`src/core/hbl_map.svh`:
```
// Constants of the host bus and link interrupt port: addresses, reset values, timing.
`ifndef HBL_MAP_SVH
`define HBL_MAP_SVH

// ************************************************
// Register addresses decoded by this port
// ************************************************
`define HBL_RX_DATA_ADDR 8'h2E
`define HBL_RX_STAT_ADDR 8'h2D
`define HBL_TX_DATA_ADDR 8'h32

// ************************************************
// Pin synchroniser layout and reset values
// ************************************************
`define HBL_SYNC_STAGES 2
`define HBL_PIN_W 22
`define HBL_PIN_RST 22'h3C0000
`define HBL_DATA_RST 8'h00

// ************************************************
// Timing
// ************************************************
`define HBL_CLK_PERIOD_NS 50
`define HBL_UDR_TIMEOUT_US 1000
`define HBL_LINK_RATE_HZ 4000
`define HBL_UDR_CNT_W 4

`endif

```
`src/core/hbl_pkg.sv`:
```
// Types shared by the host bus and link interrupt port.
package hbl_pkg;

	// Host bus and transmit link pins after synchronisation
	typedef struct packed {
		logic cs_n;
		logic rd_n;
		logic wr_n;
		logic ale;
		logic [7:0] addr;
		logic [7:0] data;
		logic link_clk;
		logic sig_in;
	} hbl_pins_t;

	// Receive link events, one-cycle pulses from the HDLC receiver
	typedef struct packed {
		logic count_hit;
		logic overrun;
		logic eom;
		logic abort;
		logic flag_start;
	} hbl_rx_evt_t;

	// Receive link configuration bits
	typedef struct packed {
		logic enable;
		logic hdlc_on;
		logic stop;
		logic irq_en;
	} hbl_rx_cfg_t;

endpackage

```
`src/core/hbl_port.sv`:
```
// Host bus port with combined interrupt and data link service outputs.
`include "hbl_map.svh"


module hbl_port
	import hbl_pkg::*;
#(
	parameter int SRC_N = 8,
	parameter int UDR_TIMEOUT_US = `HBL_UDR_TIMEOUT_US,
	parameter int LINK_RATE_HZ = `HBL_LINK_RATE_HZ
)
(
	// Clock and reset
	input wire logic clk,
	input wire logic rst,
	input wire logic reset_n_in,
	// Host bus pins
	input wire logic chip_sel_n,
	input wire logic read_strobe_n,
	input wire logic write_strobe_n,
	input wire logic ale,
	input wire logic [7:0] addr_in,
	input wire logic [7:0] data_in,
	output logic [7:0] data_out,
	output logic data_oe,
	// Register file side
	output logic [7:0] reg_addr,
	output logic [7:0] reg_wdata,
	output logic reg_wr,
	output logic reg_rd,
	input wire logic [7:0] reg_rdata,
	output logic test_mode,
	// Combined open-drain interrupt
	input wire logic [SRC_N-1:0] irq_src,
	output logic irq_n_out,
	output logic irq_n_oe,
	// Receive link
	input wire hbl_rx_evt_t rx_evt,
	input wire hbl_rx_cfg_t rx_cfg,
	input wire logic rx_fifo_last,
	input wire logic rx_head_is_end,
	output logic rx_link_irq,
	output logic rx_link_msg_end,
	output logic rx_irq_latch,
	// Transmit link
	input wire logic tx_link_bit_clock,
	input wire logic tx_need_data,
	input wire logic tx_int_mode,
	input wire logic tx_link_signal_in,
	output logic tx_link_service_req,
	output logic tx_link_signal_oe,
	output logic tx_link_signal_level,
	output logic tx_link_underrun
);

	// ************************************************
	// Timing
	// ************************************************
	// Time-out spans UDR_TIMEOUT_US as a count of link bit periods, which scales with the link rate, raised to at least 1 and cut to its low HBL_UDR_CNT_W bits
	localparam int UDR_EDGES_I = (UDR_TIMEOUT_US * LINK_RATE_HZ) / 1000000;
	localparam logic [`HBL_UDR_CNT_W-1:0] UDR_EDGES = (UDR_EDGES_I < 1) ? `HBL_UDR_CNT_W'(1) :
		`HBL_UDR_CNT_W'(UDR_EDGES_I);

	function automatic logic addr_is(input logic [7:0] a, input logic [7:0] target);
		addr_is = (a == target);
	endfunction

	// ************************************************
	// Pin synchronisers
	// ************************************************
	logic rst_n_s;
	logic rst_i;
	hbl_pins_t pins_s;

	hbl_sync #(
		.W(1),
		.RST_VAL(1'b0)
	) u_rst_sync (
		.clk(clk),
		.rst(rst),
		.async_in(reset_n_in),
		.sync_out(rst_n_s)
	);

	hbl_sync #(
		.W(`HBL_PIN_W),
		.RST_VAL(`HBL_PIN_RST)
	) u_pin_sync (
		.clk(clk),
		.rst(rst),
		.async_in({chip_sel_n, read_strobe_n, write_strobe_n, ale, addr_in, data_in,
			tx_link_bit_clock, tx_link_signal_in}),
		.sync_out(pins_s)
	);

	assign rst_i = rst | ~rst_n_s;

	// ************************************************
	// Host access decode
	// ************************************************
	logic [7:0] addr_lat_r, addr_lat_nxt;
	logic [7:0] wdata_r, wdata_nxt;
	logic wcomb_d_r, wcomb_d_nxt;
	logic rcomb_d_r, rcomb_d_nxt;
	logic wr_r, wr_nxt;
	logic rd_r, rd_nxt;
	logic [7:0] dout_r, dout_nxt;
	logic doe_r, doe_nxt;
	logic test_r, test_nxt;
	logic wcomb, rcomb, wr_edge, rd_edge;

	always_comb
	begin
		wcomb = pins_s.wr_n | pins_s.cs_n;
		rcomb = pins_s.rd_n | pins_s.cs_n;
		wr_edge = wcomb & ~wcomb_d_r;
		rd_edge = ~rcomb & rcomb_d_r;
		addr_lat_nxt = pins_s.ale ? pins_s.addr : addr_lat_r;
		wdata_nxt = wr_edge ? pins_s.data : wdata_r;
		wcomb_d_nxt = wcomb;
		rcomb_d_nxt = rcomb;
		wr_nxt = wr_edge;
		rd_nxt = rd_edge;
		doe_nxt = ~rcomb;
		dout_nxt = ~rcomb ? reg_rdata : dout_r;
		test_nxt = test_r & pins_s.cs_n ? 1'b0 : test_r;
	end

	always_ff @(posedge clk)
	begin
		if (rst_i)
		begin
			addr_lat_r <= 8'h00;
			wdata_r <= `HBL_DATA_RST;
			wcomb_d_r <= 1'b1;
			rcomb_d_r <= 1'b1;
			wr_r <= 1'b0;
			rd_r <= 1'b0;
			dout_r <= `HBL_DATA_RST;
			doe_r <= 1'b0;
			test_r <= 1'b1;
		end
		else
		begin
			addr_lat_r <= addr_lat_nxt;
			wdata_r <= wdata_nxt;
			wcomb_d_r <= wcomb_d_nxt;
			rcomb_d_r <= rcomb_d_nxt;
			wr_r <= wr_nxt;
			rd_r <= rd_nxt;
			dout_r <= dout_nxt;
			doe_r <= doe_nxt;
			test_r <= test_nxt;
		end
	end

	// Access pulses per register, one per strobe
	logic rx_data_rd, rx_stat_rd, tx_data_wr;

	always_comb
	begin
		rx_data_rd = rd_edge & addr_is(addr_lat_r, `HBL_RX_DATA_ADDR);
		rx_stat_rd = rd_edge & addr_is(addr_lat_r, `HBL_RX_STAT_ADDR);
		tx_data_wr = wr_edge & addr_is(addr_lat_r, `HBL_TX_DATA_ADDR);
	end

	// ************************************************
	// Receive link interrupt and message end
	// ************************************************
	logic latch_r, latch_nxt;
	logic ovr_r, ovr_nxt;
	logic eom_r, eom_nxt;
	logic rxirq_r, rxirq_nxt;
	logic rx_active, rx_on, any_evt;

	always_comb
	begin
		rx_on = rx_cfg.enable & rx_cfg.hdlc_on;
		rx_active = rx_on & ~rx_cfg.stop;
		any_evt = rx_active & (rx_evt.count_hit | rx_evt.overrun | rx_evt.eom |
			rx_evt.abort | rx_evt.flag_start);
		// An event in the clearing cycle wins over the clear
		ovr_nxt = ovr_r;
		if (rx_stat_rd)
			ovr_nxt = 1'b0;
		if (rx_active & rx_evt.overrun)
			ovr_nxt = 1'b1;
		latch_nxt = latch_r;
		if (rx_data_rd & rx_fifo_last & ~ovr_r)
			latch_nxt = 1'b0;
		if (rx_stat_rd & ovr_r)
			latch_nxt = 1'b0;
		if (any_evt)
			latch_nxt = 1'b1;
		eom_nxt = eom_r;
		if (rx_stat_rd | ~rx_on)
			eom_nxt = 1'b0;
		if (rx_on & (rx_evt.overrun | (rx_data_rd & rx_head_is_end)))
			eom_nxt = 1'b1;
		// Mask only gates the pin; the latch stays visible
		rxirq_nxt = latch_nxt & rx_active & rx_cfg.irq_en;
	end

	always_ff @(posedge clk)
	begin
		if (rst_i)
		begin
			latch_r <= 1'b0;
			ovr_r <= 1'b0;
			eom_r <= 1'b0;
			rxirq_r <= 1'b0;
		end
		else
		begin
			latch_r <= latch_nxt;
			ovr_r <= ovr_nxt;
			eom_r <= eom_nxt;
			rxirq_r <= rxirq_nxt;
		end
	end

	// ************************************************
	// Combined interrupt pin
	// ************************************************
	logic irq_oe_r, irq_oe_nxt;
	logic irq_n_r, irq_n_nxt;

	// Pin level has its own flop so the output is not an inverter behind one
	always_comb
	begin
		irq_oe_nxt = (|irq_src) | rxirq_nxt;
		irq_n_nxt = ~irq_oe_nxt;
	end

	always_ff @(posedge clk)
	begin
		if (rst_i)
		begin
			irq_oe_r <= 1'b0;
			irq_n_r <= 1'b1;
		end
		else
		begin
			irq_oe_r <= irq_oe_nxt;
			irq_n_r <= irq_n_nxt;
		end
	end

	// ************************************************
	// Transmit link request and underrun
	// ************************************************
	logic req_r, req_nxt;
	logic udr_r, udr_nxt;
	logic [`HBL_UDR_CNT_W-1:0] cnt_r, cnt_nxt;
	logic lclk_d_r, lclk_d_nxt;
	logic sig_oe_r, sig_oe_nxt;
	logic sig_lvl_r, sig_lvl_nxt;
	logic lclk_rise;

	always_comb
	begin
		lclk_rise = pins_s.link_clk & ~lclk_d_r;
		lclk_d_nxt = pins_s.link_clk;
		req_nxt = req_r;
		if (tx_data_wr)
			req_nxt = 1'b0;
		if (tx_need_data)
			req_nxt = 1'b1;
		cnt_nxt = cnt_r;
		udr_nxt = udr_r;
		if (~req_r | tx_data_wr)
		begin
			cnt_nxt = '0;
			udr_nxt = 1'b0;
		end
		else if (lclk_rise & (cnt_r != UDR_EDGES))
			cnt_nxt = cnt_r + `HBL_UDR_CNT_W'(1);
		if (req_r & ~tx_data_wr & (cnt_r == UDR_EDGES))
			udr_nxt = 1'b1;
		sig_oe_nxt = tx_int_mode;
		sig_lvl_nxt = pins_s.sig_in;
	end

	always_ff @(posedge clk)
	begin
		if (rst_i)
		begin
			req_r <= 1'b0;
			udr_r <= 1'b0;
			cnt_r <= '0;
			lclk_d_r <= 1'b0;
			sig_oe_r <= 1'b0;
			sig_lvl_r <= 1'b1;
		end
		else
		begin
			req_r <= req_nxt;
			udr_r <= udr_nxt;
			cnt_r <= cnt_nxt;
			lclk_d_r <= lclk_d_nxt;
			sig_oe_r <= sig_oe_nxt;
			sig_lvl_r <= sig_lvl_nxt;
		end
	end

	// ************************************************
	// Outputs
	// ************************************************
	assign data_out = dout_r;
	assign data_oe = doe_r;
	assign reg_addr = addr_lat_r;
	assign reg_wdata = wdata_r;
	assign reg_wr = wr_r;
	assign reg_rd = rd_r;
	assign test_mode = test_r;
	assign irq_n_out = irq_n_r;
	assign irq_n_oe = irq_oe_r;
	assign rx_link_irq = rxirq_r;
	assign rx_link_msg_end = eom_r;
	assign rx_irq_latch = latch_r;
	assign tx_link_service_req = req_r;
	assign tx_link_signal_oe = sig_oe_r;
	assign tx_link_signal_level = sig_lvl_r;
	assign tx_link_underrun = udr_r;

endmodule // hbl_port

```
`src/core/hbl_sync.sv`:
```
// Two-stage synchroniser for asynchronous pins.
module hbl_sync
	import hbl_pkg::*;
#(
	parameter int W = 1,
	parameter logic [W-1:0] RST_VAL = '0
)
(
	// Clock and reset
	input wire logic clk,
	input wire logic rst,
	// Data
	input wire logic [W-1:0] async_in,
	output logic [W-1:0] sync_out
);

	logic [W-1:0] meta_r;
	logic [W-1:0] meta_nxt;
	logic [W-1:0] sync_r;
	logic [W-1:0] sync_nxt;

	// The first stage feeds only the second
	always_comb
	begin
		meta_nxt = async_in;
		sync_nxt = meta_r;
	end

	always_ff @(posedge clk)
	begin
		if (rst)
		begin
			meta_r <= RST_VAL;
			sync_r <= RST_VAL;
		end
		else
		begin
			meta_r <= meta_nxt;
			sync_r <= sync_nxt;
		end
	end

	assign sync_out = sync_r;

endmodule // hbl_sync

```
`config.mk`:
```
export PLATFORM = sky130hd
export DESIGN_NAME = hbl_port
export DESIGN_NICKNAME = d
export VERILOG_FILES = /design/src/core/hbl_pkg.sv /design/src/core/hbl_port.sv /design/src/core/hbl_sync.sv
export VERILOG_INCLUDE_DIRS = /design/src /design/src/core
export SDC_FILE = /design/constraint.sdc
export NUM_CORES = 1
export LEC_CHECK = 0
export BUFFER_PORTS_ARGS = -buffer_cell sky130_fd_sc_hd__buf_2
export CAP_MARGIN = 20
export CORE_MARGIN = 2
export CORE_UTILIZATION = 35
export CTS_CLUSTER_SIZE = 10
export DETAILED_ROUTE_END_ITERATION = 12
export GPL_TIMING_DRIVEN = 0
export PLACE_DENSITY = 0.63
export REMOVE_ABC_BUFFERS = 1
export SLEW_MARGIN = 20
export SYNTH_ARGS = -nofsm -noshare
export SYNTH_HDL_FRONTEND = slang
export SYNTH_SLANG_ARGS = --single-unit
```
`constraint.sdc`:
```
create_clock -name clk -period 1.6 [get_ports clk]
set_input_delay 0.08 -clock clk [delete_from_list [all_inputs] [get_ports clk]]
set_output_delay 0.08 -clock clk [all_outputs]
set_load 0.1 [all_outputs]
```
=== After elaboration in Yosys (flattened, before gate mapping) ===
Index checks and enable logic that the tools add are counted.

* Output and inout port bits: 37
* Logic and storage cells: 90
* Input port bits: 54
* Flip-flop bits (word level): 91

* Equality and inequality tests: 5
* Reduce and logical (&&, ||, !) cells: 6
* Add/sub/neg operators: 1
* Bitwise gates (word level): 42
* Multiplexer cells: 11

{| class="wikitable"
|+ Operator list
! kind !! count
|-
| $eq A8 B6 Y1 const B || 3
|-
| $and A1 B1 Y1 || 21
|-
| $mux W1 || 11
|-
| $or A1 B1 Y1 || 11
|-
| $not A1 Y1 || 10
|-
| $reduce_bool A2 Y1 || 4
|-
| $reduce_or A8 Y1 || 1
|-
| $add A4 B1 Y4 const B || 1
|-
| $eq A4 B3 Y1 const B || 1
|-
| $ne A4 B3 Y1 const B || 1
|-
| $reduce_or A2 Y1 || 1
|}

=== Logic depth before layout (Yosys ltp) ===
Gate-level depths: netlist (run 1).

* Depth after elaboration: 13
* Depth in mapped cells: 6
* Depth with buffers taken out: 6

=== By module ===
From an unflattened synthesis (run 1), not the netlist that was laid out.

* Cell total of the unflattened synthesis: 282
* Area, all modules: 2949.1 um^2

{| class="wikitable"
|+ Modules (own cells, without submodules)
! module !! seq. area each (um^2) !! times used !! area an instance (um^2) !! cells each
|-
| hbl_port || 900.9 || 1 || 1710.4 || 186
|-
| hbl_sync at u_pin_sync || 880.8 || 1 || 1186.1 || 92
|-
| hbl_sync at u_rst_sync || 40.0 || 1 || 52.6 || 4
|}

=== Worst setup path after synthesis (run 1) ===
Ideal clock, no wire load.

* Path kind: reg-to-reg
* Start: register addr_lat_r[5] (netlist: reg_addr[5])
* End: register eom_r (netlist: rx_link_msg_end)
* Period minus slack after synthesis: 2.159 ns
* Arrival time: 2.025 ns
* Setup time: 0.134 ns
* Path buffers: 0
* Cell stages (with the launch flop): 5
* Data required time: 1.466 ns
* Setup slack: -0.559 ns
* Path through: dfxtp_1 -> or3b_4 -> or3_1 -> o21ai_1 -> a211oi_1

* Longest elaborated chain between the ends: 6
* Elaborated cells on any way between the ends: 10
* Those cells by class: eq/ne (2); mux (1); bitwise (6); reduce/logical (1)

{| class="wikitable"
|+ Ends and longest elaborated chain
! item !! line !! source
|-
| start, declared || hbl_port.sv:101 || <nowiki>logic [7:0] addr_lat_r, addr_lat_nxt;</nowiki>
|-
| start signal, assigned || hbl_port.sv:145 || <nowiki>addr_lat_r <= addr_lat_nxt;</nowiki>
|-
| $eq A8 B6 Y1 || hbl_port.sv:65 || <nowiki>addr_is = (a == target);</nowiki>
|-
| $and A1 B1 Y1 || hbl_port.sv:162 || <nowiki>rx_data_rd = rd_edge & addr_is(addr_lat_r, `HBL_RX_DATA_ADDR);</nowiki>
|-
| $and A1 B1 Y1 || hbl_port.sv:198 || <nowiki>if (rx_on & (rx_evt.overrun | (rx_data_rd & rx_head_is_end)))</nowiki>
|-
| $or A1 B1 Y1 || hbl_port.sv:198 ||
|-
| $and A1 B1 Y1 || hbl_port.sv:198 ||
|-
| $mux W1 or $reduce_bool A2 Y1 (tied branches) || n/a ||
|-
| end signal, assigned || hbl_port.sv:217 || <nowiki>eom_r <= eom_nxt;</nowiki>
|-
| end, declared || hbl_port.sv:172 || <nowiki>logic eom_r, eom_nxt;</nowiki>
|}

Several ways; a longest one is shown, not always the timed one.
A chain may end at the register's enable or synchronous reset.

=== Worst setup path after layout (run 1) ===
Same ends and word-level chain as after synthesis.

==> metrics.cfg, run 1 <==
[global_route]
grt_max_degree=50
grt_usage_pct=12.71
grt_pass1_wl_um=8914
grt_pass1_vias=1994
overflow=0
antenna_found_initial=0

[power]
power_mw=3.994
p_leak_nw=1.754
powerDensity_nw_per_um2=984.2
peakVddDrop_uv=524.5

[cts]
clock_tree.buffer_depth=2
clock_latency_ns=0.34
htree_levels=3
cts_root_buf=clkbuf_8
path_clk_slew_ns=0.09
tritoncts=done
cts_made_buffers=9
clock_sinks=91

[synth]
synth-simple-area-share_pct=23.86
syn_inst=283
synth_top_family_by_area=simple AND/OR/NAND/NOR gates
async_flop_share_pct=0
synth_edf_count=0
syn_area_um2=2953
synth_area_leaders=dfxtp_1 62%, nor2b_1 8.3%, nand2_1 4.8%, a21oi_1 3.4%, mux2i_1 3.1%
synth_seq_area_share_pct=61.69
syn_area_per_cell_um2=10.43
yosys.area_share.adder_pct=0.8475
synth_compound_area_share_pct=7.331
synth_top_cell_by_area=dfxtp_1
synth_xor_area_share_pct=0.5932
ys_warn_count=0
muxShareOfSynthArea_pct=3.051
synth.distinct_cells=42
synth_top_flop_cell=dfxtp_1
netlist.area_leader.share_pct=61.69
ys_ff_latch=91

[detailed_routing]
wl_per_cell_um=11.01
drtIter0Drc=48
vias=2208
ant_nets=0
drc=0
vias_per_cell=4.246
firstDrtPassIters=5
wl_um=5726

[floorplanning]
die_y_um=95.85
core-area_um2=8217
die_area_um2=9187
ios=91
die_w_um=95.85
rows=33
start_util_pct=35.94

[placement]
hpwl_um=3694
postPlaceCellArea_um2=3486
numPortBuffers=90
dp_slack_ns=-0.4314
dp_cells=466
gp_congestion=0.6953

[sta]
finalSetupTns_ns=0
whs_ns=0.08572
rsz0062_at_grt=false
maxSlewViolCount=0
skew_ns=0.008760
timing.final.crit_share_pct=95.48
max_freq_mhz=654.6
min_period_ns=1.528
final.setup.worst_slack_ns=0.07236
max_slew_margin_pct=58.26
worst_pin_slew_ns=0.6261
hold_viol_final=0
setup_violations=0

[cells_and_area]
fin_area_um2=4058
fillers=796
final_cell_mix=90 x dfxtp_1, 89 x buf_2, 38 x nor2b_1, 38 x nand2_1, 37 x dlygate4sd3_1
final_cell_count_no_fill=520
final_net_count=466
num_antenna_cells=0
final_layout_size_suffix_gt1_share_pct=31.33
area_delta_synth_final_pct=37.42
mostFrequentLayoutCell=dfxtp_1
final_util_pct=49.38

[run_status]
status=completed

[run]
maxCapViolations=0

[critical_path]
cp_top_family=simple AND/OR/NAND/NOR gates
required_ns=1.81
cp.arrival_ns=1.73
cp_cell_sequence=or3b_4 -> or3_4 -> o21ai_1 -> a211oi_1
slowest_delay_ns=0.43
cp-start-kind=flip-flop
worst_path_max_delay_cell=or3b_4
path_buf_inv=0
cp_max_fo=4
worstSetupPathType=reg2reg
critPathCaptureType=flip-flop

[worst_hold_path]
hp-class=in2reg

==> cell type report <==
| cell class | instances | area [um^2] | area share (%) |
|---|---|---|---|
| Clock buffer | 10 | 127.6 | 3.145 |
| Clock inverter | 6 | 50.05 | 1.233 |
| Inverter | 7 | 26.28 | 0.6475 |
| Multi-Input combinational cell | 173 | 1069 | 26.33 |
| Sequential cell | 91 | 1823 | 44.93 |
| Tap cell | 105 | 131.4 | 3.238 |
| Timing Repair Buffer | 128 | 830.8 | 20.47 |
==> timing repair <==
item	in CTS	in global routing
hold buffers	37	0
buffers inserted	0	1
endpoints found under the hold margin	36	0
gates resized for setup	1	5
setup endpoints to repair	9	9
pin swaps	0	3
gates cloned	0	0
==> synth_stat cells (4+ instances only) <==
master	count
a21oi_1	20
buf_1	4
nor2_1	18
nand2_1	38
dfxtp_1	91
or2_2	8
clkbuf_1	5
nor2b_1	39
inv_1	7
mux2i_1	9
==> worst register-to-register path, stage by stage (launching register included) <==
cell and delay (ns):
dfxtp_2 0.35, or3b_4 0.43, or3_4 0.39, o21ai_1 0.14
a211oi_1 0.08
==> sequential cells by signal (all words and copies together) (netlist names), 4 cells and up <==
register and count:
cnt_r 4, u_pin_sync.sync_out 22, reg_wdata 8, reg_addr 8
u_pin_sync.meta_r 22, data_out 8
==> where the power goes <==
group	total, mW	switching [mW]	internal (mW)
Sequential	2.34	0.0193	2.32
Clock	1.38	0.803	0.582
Combinational	0.268	0.115	0.153
==> cell families (layout without fill, tap and decap cells) <==
group | count (synthesis) | count (layout)
AND/OR/NAND/NOR | 129 | 129
flip-flops | 91 | 91
AO/OA/AOI/OAI | 31 | 31
buffers and inverters | 19 | 151
multiplexers | 9 | 9
adder cells (fa/ha/maj) | 2 | 2
XOR/XNOR | 2 | 2
==> worst paths after layout <==
| kind | start | to | slack (ns) | depth (start not counted) |
|---|---|---|---|---|
| min reg2reg | u_pin_sync.sync_out[0] | tx_link_signal_level | 0.41 | 1 |
| max reg2reg | reg_addr[5] | rx_link_msg_end | 0.07 | 4 |
| max | reg_addr[5] | rx_link_msg_end | 0.07 | 4 |
| min | irq_src[7] | irq_n_out | 0.09 | 4 |
==> layer usage <==
layer / GRT usage (%) / part of all wire (%) / vias to the layer above / wire, um
met5: 0 / 0 / - / 0
met4: 5.000 / 0.72 / 0 / 41
met3: 4.620 / 6.5 / 2 / 370
met2: 21.97 / 46 / 63 / 2659
met1: 14.21 / 46 / 969 / 2655
li1: - / - / 1174 / -
Note: power is estimated with default switching activity, not from simulation.
==> inputs of run 2 (changes only) <==
Settings changed: MAX_ROUTING_LAYER set to met4.
==> metrics.cfg, run 2 (synthesized netlist as in run 1, its figures left out) <==
[cells_and_area]
final_util_pct=49.35  ; about the same
num_antenna_cells=0  ; unchanged
final_cell_mix=90 x dfxtp_1, 90 x buf_2, 38 x nor2b_1, 38 x nand2_1, 37 x dlygate4sd3_1
fillers=798  ; +0.25%
final_net_count=466  ; unchanged
final_layout_size_suffix_gt1_share_pct=31.08  ; -0.24 points
final_cell_count_no_fill=520  ; unchanged
fin_area_um2=4055  ; about the same
area_delta_synth_final_pct=37.33  ; about the same

[critical_path]
timing.rr.end=irq_n_oe
path_buf_inv=0  ; unchanged
cp_cell_sequence=or3b_4 -> o31ai_4 -> a31oi_2 -> or2_1
cp_max_fo=4  ; unchanged
slowest_delay_ns=0.43  ; about the same
reg2reg_from=reg_addr[5]
worstSetupPathType=reg2reg
worst_path_max_delay_cell=or3b_4
cp_top_family=simple AND/OR/NAND/NOR gates
critPathCaptureType=flip-flop
cp-start-kind=flip-flop
cp.arrival_ns=1.75  ; +0.02 ns
reg2reg_depth=4  ; unchanged
r2r_setup_slack_ns=0.09  ; +0.02 ns
required_ns=1.84  ; +0.03 ns

[worst_hold_path]
hp-class=in2reg
holdCritStartpoint=irq_src[7]
min_path_cells=4  ; unchanged
holdPathEnd=irq_n_out

[floorplanning]
ios=91  ; unchanged
core-area_um2=8217  ; unchanged
die_w_um=95.85  ; unchanged
die_area_um2=9187  ; unchanged
die_y_um=95.85  ; unchanged
start_util_pct=35.94  ; unchanged
rows=33  ; unchanged

[sta]
maxSlewViolCount=0  ; unchanged
min_period_ns=1.507  ; -0.02050 ns
whs_ns=0.08388  ; -0.001837 ns
timing.final.crit_share_pct=94.20  ; -1.3 points
final.setup.worst_slack_ns=0.09286  ; +0.02050 ns
setup_violations=0  ; unchanged
worst_pin_slew_ns=0.8426  ; +0.2166 ns
skew_ns=0.008923  ; +0.0001630 ns
hold_viol_final=0  ; unchanged
max_freq_mhz=663.5  ; +1.4%
rsz0062_at_grt=false
max_slew_margin_pct=43.82  ; -14 points
finalSetupTns_ns=0  ; unchanged

[power]
p_leak_nw=1.756  ; +0.15%
power_mw=3.995  ; about the same
powerDensity_nw_per_um2=985.2  ; +0.10%
peakVddDrop_uv=522.4  ; -0.42%

[cts]
clock_latency_ns=0.34  ; about the same
clock_tree.buffer_depth=2  ; unchanged
path_clk_slew_ns=0.09  ; about the same
htree_levels=3  ; unchanged
clock_sinks=91  ; unchanged
tritoncts=done
cts_made_buffers=9  ; unchanged
cts_root_buf=clkbuf_8

[placement]
dp_slack_ns=-0.4314  ; unchanged
hpwl_um=3694  ; unchanged
gp_congestion=0.7028  ; +1.1%
numPortBuffers=90  ; unchanged
dp_cells=466  ; unchanged
postPlaceCellArea_um2=3486  ; unchanged

[detailed_routing]
drtIter0Drc=51  ; +6.3%
wl_per_cell_um=10.99  ; -0.23%
firstDrtPassIters=4  ; -1
vias=2226  ; +0.82%
drc=0  ; unchanged
ant_nets=0  ; unchanged
vias_per_cell=4.281  ; +0.82%
wl_um=5713  ; -0.23%

[global_route]
antenna_found_initial=0  ; unchanged
grt_usage_pct=13.06  ; +0.35 points
overflow=0  ; unchanged
grt_pass1_vias=2002  ; +0.40%
grt_pass1_wl_um=8914  ; unchanged
grt_max_degree=50  ; unchanged

[run]
maxCapViolations=0  ; unchanged

[run_status]
status=completed

run 2: cell count changes in the layout (fill, tap and decap cells not counted), sizes merged:
cell    change
clkbuf      -1
buf         +1
run 2: power breakdown:
part	switching (mW)	internal, mW
combinational	0.115	0.154
sequential	0.0196	2.32
clock	0.804	0.582
run 2: worst register-to-register path: cells and delay by family, from the launching register on:
| kind | cells | cell delay [ns] |
|---|---|---|
| compound gates | 2 | 0.40 |
| flops | 1 | 0.35 |
| simple gates | 2 | 0.67 |
run 2: worst max-delay path by stage:
| stage | start | end | cells past startpoint |
|---|---|---|---|
| 4_1_cts | u_pin_sync.sync_out[21] | cnt_r[2] | 4 |
| 5_1_grt | reg_addr[5] | ovr_r | 4 |
| 3_5_place_dp | rst | irq_n_out | 5 |
| 2_1_floorplan | reg_addr[5] | rx_link_msg_end | 4 |
| 6_report | reg_addr[5] | irq_n_oe | 4 |
| 3_3_place_gp | rst | irq_n_oe | 4 |
run 2: timing repair:
| item | 4_1_cts | 5_1_grt |
|---|---|---|
| setup buffers | 0 | 1 |
| pin swaps | 0 | 2 |
| setup endpoints to repair | 9 | 9 |
| gates resized for setup | 1 | 4 |
| hold buffers | 37 | 0 |
| hold endpoints to repair | 36 | 0 |
run 2: area by class of cell:
type | count | area (um^2) | area share [%]
tap | 105 | 131.4 | 3.240
clock inverter | 6 | 50.05 | 1.234
clock buffer | 10 | 127.6 | 3.147
multi-input combinational | 173 | 1069 | 26.35
inverter | 7 | 26.28 | 0.6479
sequential | 91 | 1823 | 44.96
timing repair buffer | 128 | 828.3 | 20.43
run 2: per-layer routing:
| metal | vias up | global-route usage, % | share of wire [%] |
|---|---|---|---|
| met5 | - | - | 0 |
| met4 | 0 | 5.357 | 1.4 |
| met3 | 9 | 4.385 | 6.5 |
| met2 | 64 | 22.03 | 47 |
| met1 | 978 | 14.11 | 45 |
| li1 | 1175 | - | - |
